`src/rtl/lpmcg_pkg.sv`:
```
// lpmcg_pkg: register map, field layouts, reset values and state codes
// for the low-power mode and clock gating block.
// assumes a single 20 MHz system clock and a 16-bit register port.
package lpmcg_pkg;

	// register port widths
	localparam int DATA_W = 16;
	localparam int ADDR_W = 8;

	// default sizes, overridable at the top module
	localparam int N_PERIPH = 12;
	localparam int N_GPIO = 16;
	localparam int I2C_INDEX = 7;
	localparam logic [15:0] SERIAL_MASK = 16'h00F0;

	// register offsets
	localparam logic [7:0] ADDR_PCLK_EN = 8'h00;
	localparam logic [7:0] ADDR_LSP_PRE = 8'h01;
	localparam logic [7:0] ADDR_LPM_SEL = 8'h02;
	localparam logic [7:0] ADDR_CLK_CTL = 8'h03;
	localparam logic [7:0] ADDR_GPIO_WAKE = 8'h04;
	localparam logic [7:0] ADDR_STATUS = 8'h05;

	// reset values
	localparam logic [15:0] RST_PCLK_EN = 16'h0000;
	localparam logic [2:0] RST_LSP_PRE = 3'h2;
	localparam logic [1:0] RST_LPM_SEL = 2'h0;
	localparam logic [15:0] RST_CLK_CTL = 16'h0000;
	localparam logic [15:0] RST_GPIO_WAKE = 16'h0000;

	// field positions
	localparam int LSP_PRE_W = 3;
	localparam int LPM_SEL_W = 2;
	localparam int STAT_STATE_LSB = 0;
	localparam int STAT_CAUSE_LSB = 4;

	// low-power mode codes written to the mode select register
	localparam logic [1:0] MODE_IDLE = 2'h0;
	localparam logic [1:0] MODE_STANDBY = 2'h1;
	localparam logic [1:0] MODE_HALT = 2'h2;

	// clock source codes
	localparam logic [1:0] SRC_INTOSC1 = 2'h0;
	localparam logic [1:0] SRC_INTOSC2 = 2'h1;
	localparam logic [1:0] SRC_XTAL = 2'h2;
	localparam logic [1:0] SRC_EXT = 2'h3;

	// clock control register layout
	typedef struct packed {
		logic [11:0] reserved;
		logic [1:0] clk_src;
		logic [1:0] osc_keep_running_in_shutdown;
	} lpmcg_clock_control_reg_s;

	// wake cause record, one bit per source class
	typedef struct packed {
		logic gpio;
		logic xint;
		logic wdog;
		logic periph;
	} lpmcg_wake_s;

	// clocking states, gray along run-idle-standby-halt
	typedef enum logic [1:0] {
		ST_RUN = 2'b00,
		ST_IDLE = 2'b01,
		ST_STANDBY = 2'b11,
		ST_HALT = 2'b10
	} lpmcg_state_e;

endpackage : lpmcg_pkg

```
`src/rtl/lpmcg_top.sv`:
```
// lpmcg_top: low-power mode sequencer and peripheral clock gating.
// assumes all inputs synchronous to i_clk; gated outputs drive clock-gate cells.
//
// The implementer's own choices: the placing of the registers and the strobed register port.
`timescale 1ns/1ps

module lpmcg_top #(
	parameter int N_PERIPH = lpmcg_pkg::N_PERIPH,
	parameter int N_GPIO = lpmcg_pkg::N_GPIO,
	parameter int I2C_INDEX = lpmcg_pkg::I2C_INDEX,
	parameter logic [15:0] SERIAL_MASK = lpmcg_pkg::SERIAL_MASK
) (
	// clock and reset
	input wire logic i_clk,
	input wire logic i_reset,
	// register port
	input wire logic [lpmcg_pkg::ADDR_W-1:0] i_addr,
	input wire logic [lpmcg_pkg::DATA_W-1:0] i_wdata,
	input wire logic i_write,
	input wire logic i_read,
	output logic [lpmcg_pkg::DATA_W-1:0] o_rdata,
	// cpu and wake sources
	input wire logic i_idle_req,
	input wire logic [N_PERIPH-1:0] i_periph_irq,
	input wire logic i_wdog_irq,
	input wire logic i_wdog_wake,
	input wire logic i_xint_event,
	input wire logic [N_GPIO-1:0] i_gpio,
	// clock gating outputs
	output logic o_cpu_clk_en,
	output logic [N_PERIPH-1:0] o_periph_clk_en,
	output logic o_lsp_tick,
	output logic o_wdog_clk_en,
	// oscillator controls
	output logic [1:0] o_intosc_run,
	output logic o_xtal_run,
	output logic o_pll_run,
	// state view
	output logic [1:0] o_lpm_state
);

	// map a mode select code to the state it enters; reserved code stays in run
	function automatic lpmcg_pkg::lpmcg_state_e mode_to_state(input logic [1:0] mode);
		case (mode)
			lpmcg_pkg::MODE_IDLE: mode_to_state = lpmcg_pkg::ST_IDLE;
			lpmcg_pkg::MODE_STANDBY: mode_to_state = lpmcg_pkg::ST_STANDBY;
			lpmcg_pkg::MODE_HALT: mode_to_state = lpmcg_pkg::ST_HALT;
			default: mode_to_state = lpmcg_pkg::ST_RUN;
		endcase
	endfunction : mode_to_state

	// whether the clock source code selects an internal oscillator that is kept running in halt
	function automatic logic intosc_selected(input logic [1:0] src, input logic [1:0] keep);
		case (src)
			lpmcg_pkg::SRC_INTOSC1: intosc_selected = keep[0];
			lpmcg_pkg::SRC_INTOSC2: intosc_selected = keep[1];
			default: intosc_selected = 1'b0;
		endcase
	endfunction : intosc_selected

	// software registers
	logic [N_PERIPH-1:0] periph_en;
	logic [lpmcg_pkg::LSP_PRE_W-1:0] lsp_pre;
	logic [lpmcg_pkg::LPM_SEL_W-1:0] lpm_sel;
	lpmcg_pkg::lpmcg_clock_control_reg_s clk_ctl;
	logic [N_GPIO-1:0] gpio_wake_mask;
	lpmcg_pkg::lpmcg_wake_s wake_cause;

	// state and derived terms
	lpmcg_pkg::lpmcg_state_e state;
	lpmcg_pkg::lpmcg_state_e next_state;
	logic [3:0] lsp_count;
	logic [3:0] lsp_limit;
	logic lsp_pulse;
	logic periph_clocks_on;
	logic wdog_alive_in_halt;
	logic idle_wake;
	logic gpio_wake;
	logic standby_wake;
	logic halt_wake;
	logic wake_now;
	lpmcg_pkg::lpmcg_wake_s next_cause;
	logic [lpmcg_pkg::DATA_W-1:0] rd_word;

	// peripheral clock enable register
	always_ff @(posedge i_clk)
	begin
		if (i_reset)
			periph_en <= lpmcg_pkg::RST_PCLK_EN[N_PERIPH-1:0];
		else if (i_write && i_addr == lpmcg_pkg::ADDR_PCLK_EN)
			periph_en <= i_wdata[N_PERIPH-1:0];
	end

	// serial clock prescale register
	always_ff @(posedge i_clk)
	begin
		if (i_reset)
			lsp_pre <= lpmcg_pkg::RST_LSP_PRE;
		else if (i_write && i_addr == lpmcg_pkg::ADDR_LSP_PRE)
			lsp_pre <= i_wdata[lpmcg_pkg::LSP_PRE_W-1:0];
	end

	// low-power mode select register
	always_ff @(posedge i_clk)
	begin
		if (i_reset)
			lpm_sel <= lpmcg_pkg::RST_LPM_SEL;
		else if (i_write && i_addr == lpmcg_pkg::ADDR_LPM_SEL)
			lpm_sel <= i_wdata[lpmcg_pkg::LPM_SEL_W-1:0];
	end

	// clock control register; reserved bits held at zero
	always_ff @(posedge i_clk)
	begin
		if (i_reset)
			clk_ctl <= lpmcg_pkg::RST_CLK_CTL;
		else if (i_write && i_addr == lpmcg_pkg::ADDR_CLK_CTL)
		begin
			clk_ctl.reserved <= '0;
			clk_ctl.clk_src <= i_wdata[3:2];
			clk_ctl.osc_keep_running_in_shutdown <= i_wdata[1:0];
		end
	end

	// gpio wake selection register
	always_ff @(posedge i_clk)
	begin
		if (i_reset)
			gpio_wake_mask <= lpmcg_pkg::RST_GPIO_WAKE[N_GPIO-1:0];
		else if (i_write && i_addr == lpmcg_pkg::ADDR_GPIO_WAKE)
			gpio_wake_mask <= i_wdata[N_GPIO-1:0];
	end

	// wake qualification per mode
	always_comb
	begin
		// only peripherals still clocked can raise an idle wake
		idle_wake = (|(i_periph_irq & periph_en)) | i_wdog_irq;
		gpio_wake = |(i_gpio & gpio_wake_mask);
		standby_wake = i_xint_event | gpio_wake;
		// a watchdog with a stopped clock cannot wake anything
		wdog_alive_in_halt = intosc_selected(clk_ctl.clk_src,
			clk_ctl.osc_keep_running_in_shutdown);
		halt_wake = gpio_wake | (i_wdog_wake & wdog_alive_in_halt);
	end

	// next clocking state
	always_comb
	begin
		next_state = state;
		wake_now = 1'b0;
		case (state)
			lpmcg_pkg::ST_RUN:
			begin
				if (i_idle_req)
					next_state = mode_to_state(lpm_sel);
			end
			lpmcg_pkg::ST_IDLE:
			begin
				wake_now = idle_wake;
			end
			lpmcg_pkg::ST_STANDBY:
			begin
				wake_now = standby_wake;
			end
			lpmcg_pkg::ST_HALT:
			begin
				wake_now = halt_wake;
			end
			default:
			begin
				next_state = lpmcg_pkg::ST_RUN;
			end
		endcase
		if (wake_now)
			next_state = lpmcg_pkg::ST_RUN;
	end

	// state register; reset also brings the block out of halt
	always_ff @(posedge i_clk)
	begin
		if (i_reset)
			state <= lpmcg_pkg::ST_RUN;
		else
			state <= next_state;
	end

	// cause of the most recent wake, kept until the next one
	always_comb
	begin
		next_cause.periph = (state == lpmcg_pkg::ST_IDLE) && (|(i_periph_irq & periph_en));
		next_cause.wdog = ((state == lpmcg_pkg::ST_IDLE) && i_wdog_irq)
			|| ((state == lpmcg_pkg::ST_HALT) && i_wdog_wake && wdog_alive_in_halt);
		next_cause.xint = (state == lpmcg_pkg::ST_STANDBY) && i_xint_event;
		next_cause.gpio = ((state == lpmcg_pkg::ST_STANDBY) || (state == lpmcg_pkg::ST_HALT))
			&& gpio_wake;
	end

	always_ff @(posedge i_clk)
	begin
		if (i_reset)
			wake_cause <= '0;
		else if (wake_now)
			wake_cause <= next_cause;
	end

	// serial divider: code 0 passes every cycle, code n divides by 2n
	always_comb
	begin
		if (lsp_pre == '0)
			lsp_limit = 4'h0;
		else
			lsp_limit = 4'({lsp_pre, 1'b0} - 4'h1);
	end

	// divider counts only while peripheral clocks run, so it is held at zero in standby and halt
	always_ff @(posedge i_clk)
	begin
		if (i_reset)
			lsp_count <= 4'h0;
		else if (!periph_clocks_on || lsp_count >= lsp_limit)
			lsp_count <= 4'h0;
		else
			lsp_count <= lsp_count + 4'h1;
	end

	assign lsp_pulse = periph_clocks_on && (lsp_count >= lsp_limit);

	// peripheral clocks live in run and idle only
	assign periph_clocks_on = (state == lpmcg_pkg::ST_RUN) || (state == lpmcg_pkg::ST_IDLE);

	// per-peripheral gates; serial ports take the divided tick, two-wire bus does not
	for (genvar gi = 0; gi < N_PERIPH; gi++)
	begin : g_periph_gate
		if (SERIAL_MASK[gi] && gi != I2C_INDEX)
		begin : g_serial
			assign o_periph_clk_en[gi] = periph_en[gi] & lsp_pulse;
		end
		else
		begin : g_plain
			assign o_periph_clk_en[gi] = periph_en[gi] & periph_clocks_on;
		end
	end

	// cpu clock runs only in run state; wake restores it one edge after detection
	assign o_cpu_clk_en = (state == lpmcg_pkg::ST_RUN);
	assign o_lsp_tick = lsp_pulse;

	// oscillators and pll: only halt stops them, internal ones unless kept
	always_comb
	begin
		o_pll_run = (state != lpmcg_pkg::ST_HALT);
		o_xtal_run = (state != lpmcg_pkg::ST_HALT);
		for (int k = 0; k < 2; k++)
			o_intosc_run[k] = (state != lpmcg_pkg::ST_HALT)
				|| clk_ctl.osc_keep_running_in_shutdown[k];
		// watchdog clock source must match cpu source; software sees to that
		o_wdog_clk_en = (state != lpmcg_pkg::ST_HALT) || wdog_alive_in_halt;
	end

	assign o_lpm_state = state;

	// read mux; unmapped addresses read as zero
	always_comb
	begin
		rd_word = '0;
		case (i_addr)
			lpmcg_pkg::ADDR_PCLK_EN: rd_word[N_PERIPH-1:0] = periph_en;
			lpmcg_pkg::ADDR_LSP_PRE: rd_word[lpmcg_pkg::LSP_PRE_W-1:0] = lsp_pre;
			lpmcg_pkg::ADDR_LPM_SEL: rd_word[lpmcg_pkg::LPM_SEL_W-1:0] = lpm_sel;
			lpmcg_pkg::ADDR_CLK_CTL: rd_word = clk_ctl;
			lpmcg_pkg::ADDR_GPIO_WAKE: rd_word[N_GPIO-1:0] = gpio_wake_mask;
			lpmcg_pkg::ADDR_STATUS:
			begin
				rd_word[lpmcg_pkg::STAT_STATE_LSB +: 2] = state;
				rd_word[lpmcg_pkg::STAT_CAUSE_LSB +: 4] = wake_cause;
			end
			default: rd_word = '0;
		endcase
	end

	// read data stands only in the cycle after the strobe
	always_ff @(posedge i_clk)
	begin
		if (i_reset)
			o_rdata <= '0;
		else if (i_read)
			o_rdata <= rd_word;
		else
			o_rdata <= '0;
	end

endmodule : lpmcg_top

```
`config.mk`:
```
export PLATFORM = sky130hd
export DESIGN_NAME = lpmcg_top
export DESIGN_NICKNAME = d
export VERILOG_FILES = /design/src/rtl/lpmcg_pkg.sv /design/src/rtl/lpmcg_top.sv
export SDC_FILE = /design/constraint.sdc
export NUM_CORES = 1
export LEC_CHECK = 0
export BUFFER_PORTS_ARGS = -buffer_cell sky130_fd_sc_hd__buf_2
export CAP_MARGIN = 5
export CORE_UTILIZATION = 52
export CTS_BUF_LIST = sky130_fd_sc_hd__clkbuf_2 sky130_fd_sc_hd__clkbuf_4 sky130_fd_sc_hd__clkbuf_8
export DETAILED_ROUTE_END_ITERATION = 7
export GPL_TIMING_DRIVEN = 0
export PLACE_DENSITY = 0.83
export SLEW_MARGIN = 20
export SYNTH_ARGS = -nofsm -noshare
export SYNTH_HDL_FRONTEND = slang
export SYNTH_SLANG_ARGS = --single-unit
```
`constraint.sdc`:
```
create_clock -name i_clk -period 2.5 [get_ports i_clk]
set_input_delay 0.375 -clock i_clk [delete_from_list [all_inputs] [get_ports i_clk]]
set_output_delay 0.375 -clock i_clk [all_outputs]
set_load 0.05 [all_outputs]
```
# Word-level counts from Yosys, hierarchy flattened
# Cells that the tools add are included.
totals:
  reg_bits: 63
  out_inout_bits: 37
  word_cells: 90
op_classes:
  addsub: 2
  order_cmp: 1
  n_eq_ne: 12
  muxes: 9
  bitwise: 20
  reduce_logical: 32
ops:
  columns: ["operator", "count"]
  rows:
  - ["AND 16 bit", 1]
  - ["equality test 8 x 2 -> 1 bit, second input constant", 2]
  - ["equality test 8 x 3 -> 1 bit, second input constant", 2]
  - ["OR reduction 16 bit", 1]
  - ["AND 1 bit", 13]
  - ["AND 12 bit", 1]
  - ["logical AND 1 bit", 12]
  - ["case mux 2 bit (6 select lines)", 1]
  - ["case mux 4 bit (3 select lines)", 1]
  - ["OR reduction 12 bit", 1]
  - ["equality test 8 x 1 -> 1 bit, second input constant", 1]
  - ["logical NOT 8 bit", 1]
  - ["case mux 4 bit (2 select lines)", 1]
  - ["logical OR 1 bit", 7]
  - ["equality test 2 x 1 -> 1 bit, second input constant", 3]
  - ["equality test 2 bit, second input constant", 3]
  - ["logical NOT 2 bit", 3]
  - ["case mux 1 bit (3 select lines)", 2]
  - ["case mux 2 bit (3 select lines)", 1]
  - ["OR reduction 2 bit", 3]
  - ["adder 4 x 1 -> 4 bit, second input constant", 1]
  - ["greater-or-equal comparator 4 bit", 1]
  - ["two-way mux 4 bit", 1]
  - ["case mux 1 bit (4 select lines)", 1]
  - ["other kinds (9)", 12]

# Depth between registers and ports, before layout
# Gate-level depths: netlist of the first run.
logic_depth:
  ltp_word: 6
  depth_mapped: 10
  depth_no_buf: 10

# Worst setup path after synthesis of the first run
# OpenSTA, ideal clock, no wires.
synth_timing:
  kind: "reg-to-output"
  startpoint: "register lsp_pre[0] (netlist name)"
  endpoint: "output o_periph_clk_en[4]"
  arrival_ps: 2699
  t_required_ps: 2125
  path_slack_ps: -574
  path_stages_with_launch: 10
  path_buffers: 0
  cell_sequence: "dfxtp_1 -> or2_2 -> inv_1 -> ha_1 -> or2_2 -> ha_1 -> a21o_1 -> a21o_1 -> a21oi_1 -> nor3b_1"
synth_via:
  elab_chain_cells: 5
  word_cells_on_any_way: 6
synth_lines:
  columns: ["item", "line_no", "source"]
  rows:
  - ["from (decl)", "lpmcg_top.sv:63", "logic [lpmcg_pkg::LSP_PRE_W-1:0] lsp_pre;"]
  - ["from (signal assigned)", "lpmcg_top.sv:98", "lsp_pre <= lpmcg_pkg::RST_LSP_PRE;"]
  - ["from (signal assigned)", "lpmcg_top.sv:100", "lsp_pre <= i_wdata[lpmcg_pkg::LSP_PRE_W-1:0];"]
  - ["subtractor 4 x 1 -> 4 bit or logical NOT 3 bit (tied branches)", "lpmcg_top.sv:213, lpmcg_top.sv:210", null]
  - ["two-way mux 4 bit *", "lpmcg_top.sv:210", "if (lsp_pre == '0)"]
  - ["greater-or-equal comparator 4 bit *", "lpmcg_top.sv:227", "assign lsp_pulse = periph_clocks_on && (lsp_count >= lsp_limit);"]
  - ["logical AND 1 bit *", "lpmcg_top.sv:227", null]
  - ["AND 1 bit *", "lpmcg_top.sv:237", "assign o_periph_clk_en[gi] = periph_en[gi] & lsp_pulse;"]
  - ["to (decl)", "lpmcg_top.sv:31", "output logic [N_PERIPH-1:0] o_periph_clk_en,"]
# Every way passes the cells marked *; elsewhere a longest branch is shown, timed or not.

# Final worst setup path of the first run
layout_timing:
  startpoint: "register lsp_pre[0] (netlist name)"
  endpoint: "output o_periph_clk_en[6]"
# The elaborated chain is that of the path after synthesis.

==> results of run 1 <==
==> metal layers <==
| layer | wire length (um) | vias up |
|---|---|---|
| li1 | - | 1347 |
| met1 | 3470 | 1340 |
| met2 | 4020 | 167 |
| met3 | 693 | 19 |
| met4 | 150 | 0 |
| met5 | 0 | - |
==> power by group through the flow <==
stage	clock network (uW)	logic, uW	registers, uW
floorplan	0	150	1060
global placement	0	244	1060
detailed placement	0	252	1060
CTS	818	343	1040
global route	863	385	1050
finish	811	359	1040
==> logic make-up after synthesis <==
| family | Yosys count | synth area share (%) |
|---|---|---|
| multiplexers | 34 | 12.5 |
| flip-flops | 63 | 42.5 |
| AND/OR/NAND/NOR | 125 | 22.2 |
| XOR/XNOR | 2 | 0.590 |
| AO/OA/AOI/OAI | 57 | 13.4 |
| buffers and inverters | 32 | 4.72 |
| adder cells (fa/ha/maj) | 10 | 4.21 |
==> timing repair <==
action,4_1_cts,5_1_grt
resized for setup,24,1
pin swaps,8,0
endpoints found under the setup margin,4,9
buffers inserted,6,2
==> worst register-to-register path, delay by kind of cell, from the launching register on <==
| kind | cells | cell delay (ns) |
|---|---|---|
| buf+inv | 5 | 0.45 |
| flops | 1 | 0.32 |
| compound gates | 3 | 0.48 |
| simple gates | 3 | 0.53 |
| fa+ha+maj | 2 | 0.35 |
==> cells in the final DEF (no fill, tap or decap), types with 10 or more instances in the layout <==
cell type and count:
nor2b_1 11, mux2i_1 28, clkbuf_1 11, inv_1 14
a22oi_1 10, a21oi_1 19, buf_2 90, nor2_1 42
clkbuf_8 11, dfxtp_1 60, nand2_1 34
==> area by class of cell <==
class,instances,share of cell area [%]
clock buffers,13,4.27
well taps,72,2.31
plain buffers,16,2.09
flip-flops and latches,63,32.4
repair buffers,101,14.4
multi-input cells,228,42.4
inverters,16,1.60
clock inverters,3,0.449
==> sequential cells by signal (all words and copies together) (netlist names) <==
name,count
lsp_count,4
clk_ctl,4
o_lpm_state,2
gpio_wake_mask,16
lpm_sel,2
o_rdata,16
periph_en,12
wake_cause,4
lsp_pre,3
==> worst paths after layout <==
kind / start / to / slack [ns] / depth (start not counted)
max: lsp_pre[0] / o_periph_clk_en[6] / -0.20 / 12
min: i_wdata[12] / gpio_wake_mask[12] / 0.27 / 3
max reg2reg: lsp_pre[0] / lsp_count[1] / 0.32 / 13
min reg2reg: wake_cause[0] / wake_cause[0] / 0.46 / 2
==> stage by stage <==
| stage | util (%) | setup slack [ns] | area, sq um | hold slack, ns |
|---|---|---|---|---|
| global route | 70.8 | -0.281 | 3900 | 0.264 |
| detailed placement | 64.3 | -0.291 | 3540 | 0.447 |
| CTS | 70.5 | -0.204 | 3880 | 0.259 |
| global placement | 64.3 | -0.228 | 3540 | 0.441 |
| finish | 70.8 | -0.198 | 3900 | 0.271 |
| floorplan | - | -0.0532 | 2990 | 0.428 |
==> metrics.yaml, run 1 <==
floorplanning:
  num_io_pins: 97
  die_y_um: 77.6
  dieArea_sq_um: 6020
  die_w_um: 77.6
  core_area_sq_um: 5510
  std_cell_rows: 27
  floorplan.initialDensity_pct: 53.9
yosys:
  yosysTopAreaCell: "dfxtp_1"
  synthTopCellsByCount: "dfxtp_1 (63), nor2_1 (43), nand2_1 (34), mux2i_1 (28), a21oi_1 (20)"
  netlist_instances: 323
  synth_flop_cell: "dfxtp_1"
  syn_nets: 393
  synth-seq-cells: 63
  synthTopCellsByArea: "dfxtp_1 (42%), mux2i_1 (9.4%), nor2_1 (5.4%)"
  async_flop_share_pct: 0
  synth.most_common_cell: "dfxtp_1"
  synth_top_cell_area_share_pct: 42.5
  yosysUniqueCellTypes: 45
  synthesis.area_sq_um: 2970
  postSynthAreaPerCell_sq_um: 9.19
  yosys_warnings: 0
  seq_area_frac_synth_pct: 42.5
  synth_edf_count: 0
sta:
  layout_setup_ws_ns: -0.198
  fin_crit_ns: 2.70
  final-hold-violation-count: 0
  period_share_pct: 108
  drv_slew: 0
  setup_tns_ns: -0.765
  tightestPinTransition_ns: 0.609
  setup-violations-final: 4
  clock_skew_ns: 0.00674
  max_clock_freq_mhz: 371
  relSlewSlack_pct: 59.2
  rsz0062_at_grt: "true"
layout:
  fill_cells: 417
  instances_no_fill: 512
  syn2layout_area_growth_pct: 31.3
  multi_input_area_sq_um: 1650
  fin_nets: 505
  layout-drive-gt1-share_pct: 33.9
  regArea_sq_um: 1260
  antenna_cells: 0
pwr:
  vdd_ir_drop_max_mv: 0.457
  comb_power_share_pct: 16.2
  power.internal_uw: 1630
  swShare_pct: 26.4
  pwr-share-seq_pct: 47.2
  p_clk_share_pct: 36.6
  powerDensity_nw_per_um2: 568
  power_uw: 2210
  leakagePower_uw: 0.00182
  p_sw_uw: 585
clock_tree:
  cts_tree: "yes"
  cts.sinks: 63
  cts_buffers: 9
  clk-insertion-delay-late_ns: 0.34
  cts_root_buf: "clkbuf_8"
  clkTransAtPathRegs_ns: 0.07
  h-tree-depth: 3
  clockBufferDepth: 2
  ctsHoldBuffers: 0
route:
  drc: 0
  wirelength_um: 8330
  drtAntennaViolNets: 0
  wl_per_cell_um: 16.3
  drt_first_pass_iters: 4
  drtIter0Drc: 234
  detailroute.via_count: 2873
  viasPerCell: 5.61
outcome:
  outcome: "finished, violations left"
  violations: "setup timing"
worst_setup_path:
  startpoint_type: "register"
  cp-end-kind: "output pin"
  worstPathArrival_ns: 2.32
  slowest_delay_ns: 0.32
  critPathMaxFanout: 5
  path_buf_inv: 4
  critPathTopFamily: "simple AND/OR/NAND/NOR gates"
  required_ns: 2.12
  crit_type: "register to output pin"
  cpMaxStageDelayCell: "dfxtp_2"
  path_cells: "or2_4 -> inv_4 -> ha_4 -> inv_2 -> ha_4 -> nand2b_4 -> a21o_1 -> a21o_1 -> a21oi_4 -> buf_12 -> nor3b_2 -> buf_6"
grt:
  grt_use_met1_pct: 35.9
  top_usage_layer: "met2"
  global_route.usage.met2_pct: 48.1
  grt_pass1_vias: 2871
  grt-ovfl-total: 0
  antenna_found_initial: 0
  grt_max_degree: 11
  globalRouteTotalUtil_pct: 29.0
  grt_pass1_wl_um: 13400
  use_met3_pct: 7.65
worst_hold_path:
  hold_class: "input port to register"
place:
  hpwlAfterDp_um: 6120
  dp.cells: 488
  gp_congestion: 0.874
  io_buffers: 93
run:
  cap_violations: 0
No activity file was read; power rests on OpenSTA's default activity.
==> inputs of run 2 (changes only) <==
CORE_UTILIZATION = 46   (was 52)
CTS_BUF_LIST = sky130_fd_sc_hd__clkbuf_16   (was sky130_fd_sc_hd__clkbuf_2 sky130_fd_sc_hd__clkbuf_4 sky130_fd_sc_hd__clkbuf_8)
PLACE_DENSITY = 0.77   (was 0.83)
clock period = 2.4 ns   (was 2.5 ns; I/O delays follow)
==> run 2 against run 1 <==
The run still ends with setup timing left. Register-to-register slack got worse by 0.03 ns. Largest cell class unchanged. Critical endpoint is now o_periph_clk_en[5]. Cell count rose by 0.20%. Via count fell by 3.2%. Cell area rose by 2.9%. Non-clock buffer count fell by 2. Setup slack got worse by 0.11 ns. Worst hold slack got worse by 0.017 ns. Global-route usage fell by 3.0 points. Combinational power fell by 4%. Clock skew barely moved. Utilization fell by 4.6 points.
==> metrics.yaml, run 2 (synthesis results as in run 1) <==
outcome:
  outcome: "finished, violations left"  # unchanged
  violations: "setup timing"  # unchanged
clock_tree:
  cts.sinks: 63  # unchanged
  clk-insertion-delay-late_ns: 0.33  # was 0.34 ns
  cts_root_buf: "clkbuf_16"  # was clkbuf_8
  clkTransAtPathRegs_ns: 0.06  # was 0.07 ns
  ctsHoldBuffers: 0  # unchanged
  cts_buffers: 9  # unchanged
  cts_tree: "yes"  # unchanged
  h-tree-depth: 3  # unchanged
  clockBufferDepth: 2  # unchanged
run:
  cap_violations: 0  # unchanged
worst_setup_path:
  worstPathArrival_ns: 2.35  # was 2.32 ns
  crit_type: "register to output pin"  # unchanged
  worst_r2r_startpoint: "o_lpm_state[1]"  # was lsp_pre[0]
  critPathMaxFanout: 8  # was 5
  rr_worst_depth: 5  # was 13
  crit_path_start: "lsp_pre[0]"  # unchanged
  startpoint_type: "register"  # unchanged
  slowest_delay_ns: 0.32  # about the same
  required_ns: 2.04  # was 2.12 ns
  cpMaxStageDelayCell: "dfxtp_2"  # unchanged
  path_cells: "or2_4 -> inv_4 -> ha_4 -> inv_2 -> ha_4 -> nand2b_4 -> a21o_1 -> a21o_1 -> a21oi_4 -> buf_12 -> nor3b_2 -> buf_6"  # unchanged
  r2r-end: "wake_cause[0]"  # was lsp_count[1]
  cp-end-kind: "output pin"  # unchanged
  r2r_slack_ns: 0.29  # was 0.32 ns
place:
  placed_cell_area_sq_um: 3550  # was 3540 sq um
  hpwlAfterDp_um: 6130  # was 6120 um
  io_buffers: 93  # unchanged
  gp_congestion: 0.883  # was 0.874
worst_hold_path:
  holdPathStages: 3  # unchanged
  worst_hold_path.endpoint: "gpio_wake_mask[13]"  # was gpio_wake_mask[12]
  hold_start: "i_wdata[13]"  # was i_wdata[12]
  hold_class: "input port to register"  # unchanged
sta:
  drv_slew: 0  # unchanged
  max_clock_freq_mhz: 369
  setup_tns_ns: -1.21  # was -0.765 ns
  fin_crit_ns: 2.71
  hold_slack_ns: 0.254  # was 0.271 ns
  period_share_pct: 113
  final-hold-violation-count: 0  # unchanged
  rsz0062_at_grt: "true"  # unchanged
  setup-violations-final: 4  # unchanged
  layout_setup_ws_ns: -0.308  # was -0.198 ns
  relSlewSlack_pct: 55.0  # was 59.2%
  clock_skew_ns: 0.00660  # was 0.00674 ns
  tightestPinTransition_ns: 0.672  # was 0.609 ns
route:
  drtAntennaViolNets: 0  # unchanged
  wirelength_um: 8570  # was 8330 um
  drc: 0  # unchanged
  detailroute.via_count: 2780  # was 2,873
  wl_per_cell_um: 16.7  # was 16.3 um
  drtIter0Drc: 171  # was 234
  drt_first_pass_iters: 5  # was 4
  viasPerCell: 5.42  # was 5.61
layout:
  final_util_pct: 66.2  # was 70.8%
  layout-drive-gt1-share_pct: 33.8  # was 33.9%
  layout.cells.most_common: "buf_2"  # unchanged
  antenna_cells: 0  # unchanged
  fin_nets: 503  # was 505
  final_area_sq_um: 4010  # was 3900 sq um
  reg_top3: "gpio_wake_mask: 16 flops, o_rdata: 16 flops, periph_en: 12 flops"  # unchanged
  mostFrequentLayoutCells: "buf_2 (90), dfxtp_1 (60), nor2_1 (42)"  # unchanged
  syn2layout_area_growth_pct: 35.1  # was 31.3%
pwr:
  vdd_ir_drop_max_mv: 0.562  # was 0.457 mV
  leakagePower_uw: 0.00186  # was 0.00182 uW
  powerDensity_nw_per_um2: 685  # was 568 nW/um^2
floorplanning:
  num_io_pins: 97  # unchanged
  std_cell_rows: 28  # was 27
  die_y_um: 82.3  # was 77.6 um
  dieArea_sq_um: 6780  # was 6020 sq um
  core_area_sq_um: 6060  # was 5510 sq um
  floorplan.initialDensity_pct: 49.0  # was 53.9%
  die_w_um: 82.3  # was 77.6 um
grt:
  antenna_found_initial: 0  # unchanged
  grt-ovfl-total: 0  # unchanged
  grt_max_degree: 14  # was 11
  grt_pass1_wl_um: 12700  # was 13,400 um
  grt_pass1_vias: 2596  # was 2,871
  globalRouteTotalUtil_pct: 26.0  # was 29.0%
-- run 2: through the flow --
| stage | power, uW | std cells | setup WS (ns) |
|---|---|---|---|
| CTS | 2750 | 513 | -0.278 |
| detailed placement | 1360 | 491 | -0.310 |
| floorplan | 1260 | 323 | -0.138 |
| global placement | 1360 | 491 | -0.278 |
| global route | 2830 | 513 | -0.376 |
| finish | 2750 | 513 | -0.308 |
-- run 2: how the worst max path moves through the flow --
| stage | slack [ns] | depth (start not counted) | to |
|---|---|---|---|
| detailed placement | -0.31 | 11 | o_periph_clk_en[4] |
| global placement | -0.28 | 11 | o_periph_clk_en[5] |
| floorplan | -0.14 | 9 | o_periph_clk_en[4] |
| CTS | -0.28 | 12 | o_periph_clk_en[4] |
| finish | -0.31 | 12 | o_periph_clk_en[5] |
| global route | -0.38 | 12 | o_periph_clk_en[4] |
-- run 2: cell type report --
cell class	count	area, sq um
multi-input cells	228	1660
plain buffers	16	81.3
well taps	75	93.8
flip-flops and latches	63	1260
repair buffers	99	548
clock buffers	9	225
clock inverters	7	80.1
fillers	470	2050
inverters	16	62.6
-- run 2: report_power, final --
group          leakage, uW  internal [uW]  switching [uW]
Clock             0.000143            813             503
Sequential        0.000509           1070            23.6
Combinational      0.00121            163             182
Total              0.00186           2040             709
-- run 2: layer usage --
metal	share of wire (%)	global-route usage, %	vias to the layer above
met3	6.4	7.47	8
met4	0.96	7.19	0
met1	45	33.3	1305
met2	48	42.3	112
met5	0	0	-
li1	-	-	1355
-- run 2: repair_timing --
item	CTS	global route
resized for setup	24	2
cloned	0	0
buffers inserted	7	0
setup endpoints to repair	4	8
pin swaps	9	0
-- run 2: worst max-delay path: cells and delay by family, from the launching register on --
kind / cells / cell delay, ns
adders and majority gates: 2 / 0.38
DFF: 1 / 0.32
AOI/OAI and AO/OA: 3 / 0.32
and+or+nand+nor: 3 / 0.55
buffers and inverters: 4 / 0.44
==> inputs of run 3 (changes only) <==
CTS_BUF_LIST = default   (was sky130_fd_sc_hd__clkbuf_16)
==> run 3 against run 2 <==
The flow still finishes with violations (setup timing). Cell area is 2.4% lower. Setup slack got worse by 0.021 ns. Utilization fell by 1.6 points. Non-clock buffer count is the same. Total power down 14%. Sequential cell count unchanged. Clock skew rose by 0.0067 ns. Critical path depth did not move. Register-to-register slack got worse by 0.03 ns. Global-route usage is 0.29 points lower. Largest cell class unchanged.
==> metrics.yaml, run 3 (synthesis results as in run 1) <==
outcome:
  outcome: "finished, violations left"  # unchanged
  violations: "setup timing"  # unchanged
layout:
  syn2layout_area_growth_pct: 31.9  # was 35.1%
  fin_nets: 503  # unchanged
  instances_no_fill: 513  # unchanged
  final_area_sq_um: 3920  # was 4010 sq um
  layout.cells.most_common: "buf_2"  # unchanged
  antenna_cells: 0  # unchanged
  final_util_pct: 64.6  # was 66.2%
  layout-drive-gt1-share_pct: 33.8  # unchanged
  reg_top3: "gpio_wake_mask: 16 flops, o_rdata: 16 flops, periph_en: 12 flops"  # unchanged
  mostFrequentLayoutCells: "buf_2 (91), dfxtp_1 (60), nor2_1 (42)"  # was buf_2 (90), dfxtp_1 (60), nor2_1 (42)
sta:
  setup-violations-final: 4  # unchanged
  final-hold-violation-count: 0  # unchanged
  max_clock_freq_mhz: 366  # was 369 MHz
  tightestPinTransition_ns: 0.657  # was 0.672 ns
  period_share_pct: 114  # was 113%
  drv_slew: 0  # unchanged
  relSlewSlack_pct: 56.0  # was 55.0%
  layout_setup_ws_ns: -0.329  # was -0.308 ns
  clock_skew_ns: 0.0133  # was 0.00660 ns
  rsz0062_at_grt: "true"  # unchanged
  fin_crit_ns: 2.73  # was 2.71 ns
clock_tree:
  cts_root_buf: "clkbuf_8"  # was clkbuf_16
  cts.sinks: 63  # unchanged
  clockBufferDepth: 2  # unchanged
  cts_tree: "yes"  # unchanged
  cts_buffers: 9  # unchanged
  h-tree-depth: 3  # unchanged
  clkTransAtPathRegs_ns: 0.08  # was 0.06 ns
  clk-insertion-delay-late_ns: 0.35  # was 0.33 ns
  ctsHoldBuffers: 0  # unchanged
place:
  dp_slack_ns: -0.310  # unchanged
  hpwlAfterDp_um: 6130  # unchanged
  io_buffers: 93  # unchanged
  placed_cell_area_sq_um: 3550  # unchanged
  gp_congestion: 0.883  # unchanged
  dp.cells: 491  # unchanged
run:
  cap_violations: 0  # unchanged
grt:
  antenna_found_initial: 0  # unchanged
  grt_max_degree: 14  # unchanged
  grt_pass1_vias: 2555  # was 2,596
  grt-ovfl-total: 0  # unchanged
  globalRouteTotalUtil_pct: 25.7  # was 26.0%
  grt_pass1_wl_um: 12600  # was 12,700 um
worst_setup_path:
  crit_type: "register to output pin"  # unchanged
  path_buf_inv: 4  # unchanged
  worst_r2r_startpoint: "o_lpm_state[1]"  # unchanged
  r2r_slack_ns: 0.26  # was 0.29 ns
  startpoint_type: "register"  # unchanged
  required_ns: 2.04  # about the same
  critPathTopFamily: "simple AND/OR/NAND/NOR gates"  # unchanged
  crit_path_start: "lsp_pre[0]"  # unchanged
  r2r-end: "wake_cause[0]"  # unchanged
  critPathMaxFanout: 8  # unchanged
  path_depth: 12  # unchanged
  cp-end-kind: "output pin"  # unchanged
  worstPathArrival_ns: 2.37  # was 2.35 ns
  slowest_delay_ns: 0.32  # about the same
  rr_worst_depth: 5  # unchanged
  cpMaxStageDelayCell: "dfxtp_2"  # unchanged
  path_cells: "or2_4 -> inv_4 -> ha_4 -> inv_2 -> ha_4 -> nand2b_4 -> a21o_1 -> a21o_1 -> a21oi_4 -> buf_12 -> nor3b_2 -> buf_6"  # unchanged
route:
  drt_first_pass_iters: 4  # was 5
  drc: 0  # unchanged
  wirelength_um: 8410  # was 8570 um
  drtIter0Drc: 148  # was 171
  viasPerCell: 5.41  # was 5.42
  wl_per_cell_um: 16.4  # was 16.7 um
  drtAntennaViolNets: 0  # unchanged
  detailroute.via_count: 2774  # was 2,780
pwr:
  power.internal_uw: 1720  # was 2040 uW
  comb_power_share_pct: 14.6  # was 12.6%
  p_clk_share_pct: 39.7  # was 47.8%
  p_sw_uw: 660  # was 709 uW
  leakagePower_uw: 0.00182  # was 0.00186 uW
  powerDensity_nw_per_um2: 607  # was 685 nW/um^2
  power_uw: 2380  # was 2750 uW
  pwr-share-seq_pct: 45.7  # was 39.6%
  vdd_ir_drop_max_mv: 0.399  # was 0.562 mV
  swShare_pct: 27.8  # was 25.8%
floorplanning:
  dieArea_sq_um: 6780  # unchanged
  die_w_um: 82.3  # unchanged
  core_area_sq_um: 6060  # unchanged
  num_io_pins: 97  # unchanged
  die_y_um: 82.3  # unchanged
  floorplan.initialDensity_pct: 49.0  # unchanged
  std_cell_rows: 28  # unchanged
worst_hold_path:
  hold_start: "i_wdata[13]"  # unchanged
  holdPathStages: 3  # unchanged
  worst_hold_path.endpoint: "gpio_wake_mask[13]"  # unchanged
  hold_class: "input port to register"  # unchanged
-- run 3: changes by cell type in the layout (fill, tap and decap cells not counted) --
cell | before | now
clkbuf_8 | 0 | 9
clkbuf_16 | 9 | 0
nor3b_4 | 1 | 2
buf_2 | 90 | 91
clkbuf_2 | 1 | 0
nor3b_2 | 3 | 2
-- run 3: cell type report --
type                            instances  area [sq um]
Fill cell                             494          2140
Multi-Input combinational cell        228          1660
Sequential cell                        63          1260
Timing Repair Buffer                   99           548
Clock buffer                            9           124
Tap cell                               75          93.8
Buffer                                 16          81.3
Clock inverter                          7          80.1
Inverter                               16          62.6
-- run 3: worst max path at each step --
stage / endpoint / slack (ns)
6_report: o_periph_clk_en[5] / -0.33
2_1_floorplan: o_periph_clk_en[4] / -0.14
4_1_cts: o_periph_clk_en[4] / -0.31
5_1_grt: o_periph_clk_en[5] / -0.40
3_5_place_dp: o_periph_clk_en[4] / -0.31
3_3_place_gp: o_periph_clk_en[5] / -0.28
-- run 3: what timing repair did --
item	CTS	global route
setup buffers	7	0
pin swaps	9	1
resized for setup	25	2
setup endpoints to repair	4	4
-- run 3: metal layers --
| metal | global-route usage, % | share of wire (%) |
|---|---|---|
| met5 | 0 | 0 |
| met4 | 7.54 | 0.92 |
| met3 | 7.14 | 6.6 |
| met2 | 40.7 | 47 |
| met1 | 33.9 | 46 |
-- run 3: power groups by stage --
stage | Combinational, uW | Clock (uW) | Sequential [uW]
6_report | 347 | 945 | 1090
5_1_grt | 374 | 1000 | 1090
4_1_cts | 338 | 960 | 1090
3_5_place_dp | 257 | 0 | 1110
3_3_place_gp | 251 | 0 | 1110
2_1_floorplan | 157 | 0 | 1110
-- run 3: per-stage QoR --
stage / setup TNS [ns] / hold slack [ns]
finish: -1.28 / 0.233
global placement: -1.08 / 0.438
detailed placement: -1.21 / 0.454
CTS: -1.16 / 0.227
floorplan: -0.544 / 0.428
global route: -1.56 / 0.239
-- run 3: worst register-to-register path: cells and delay by family (launching register included) --
| family | cells | cell delay (ns) |
|---|---|---|
| flip-flops | 1 | 0.42 |
| AO/OA/AOI/OAI | 3 | 0.61 |
| AND/OR/NAND/NOR | 2 | 0.96 |
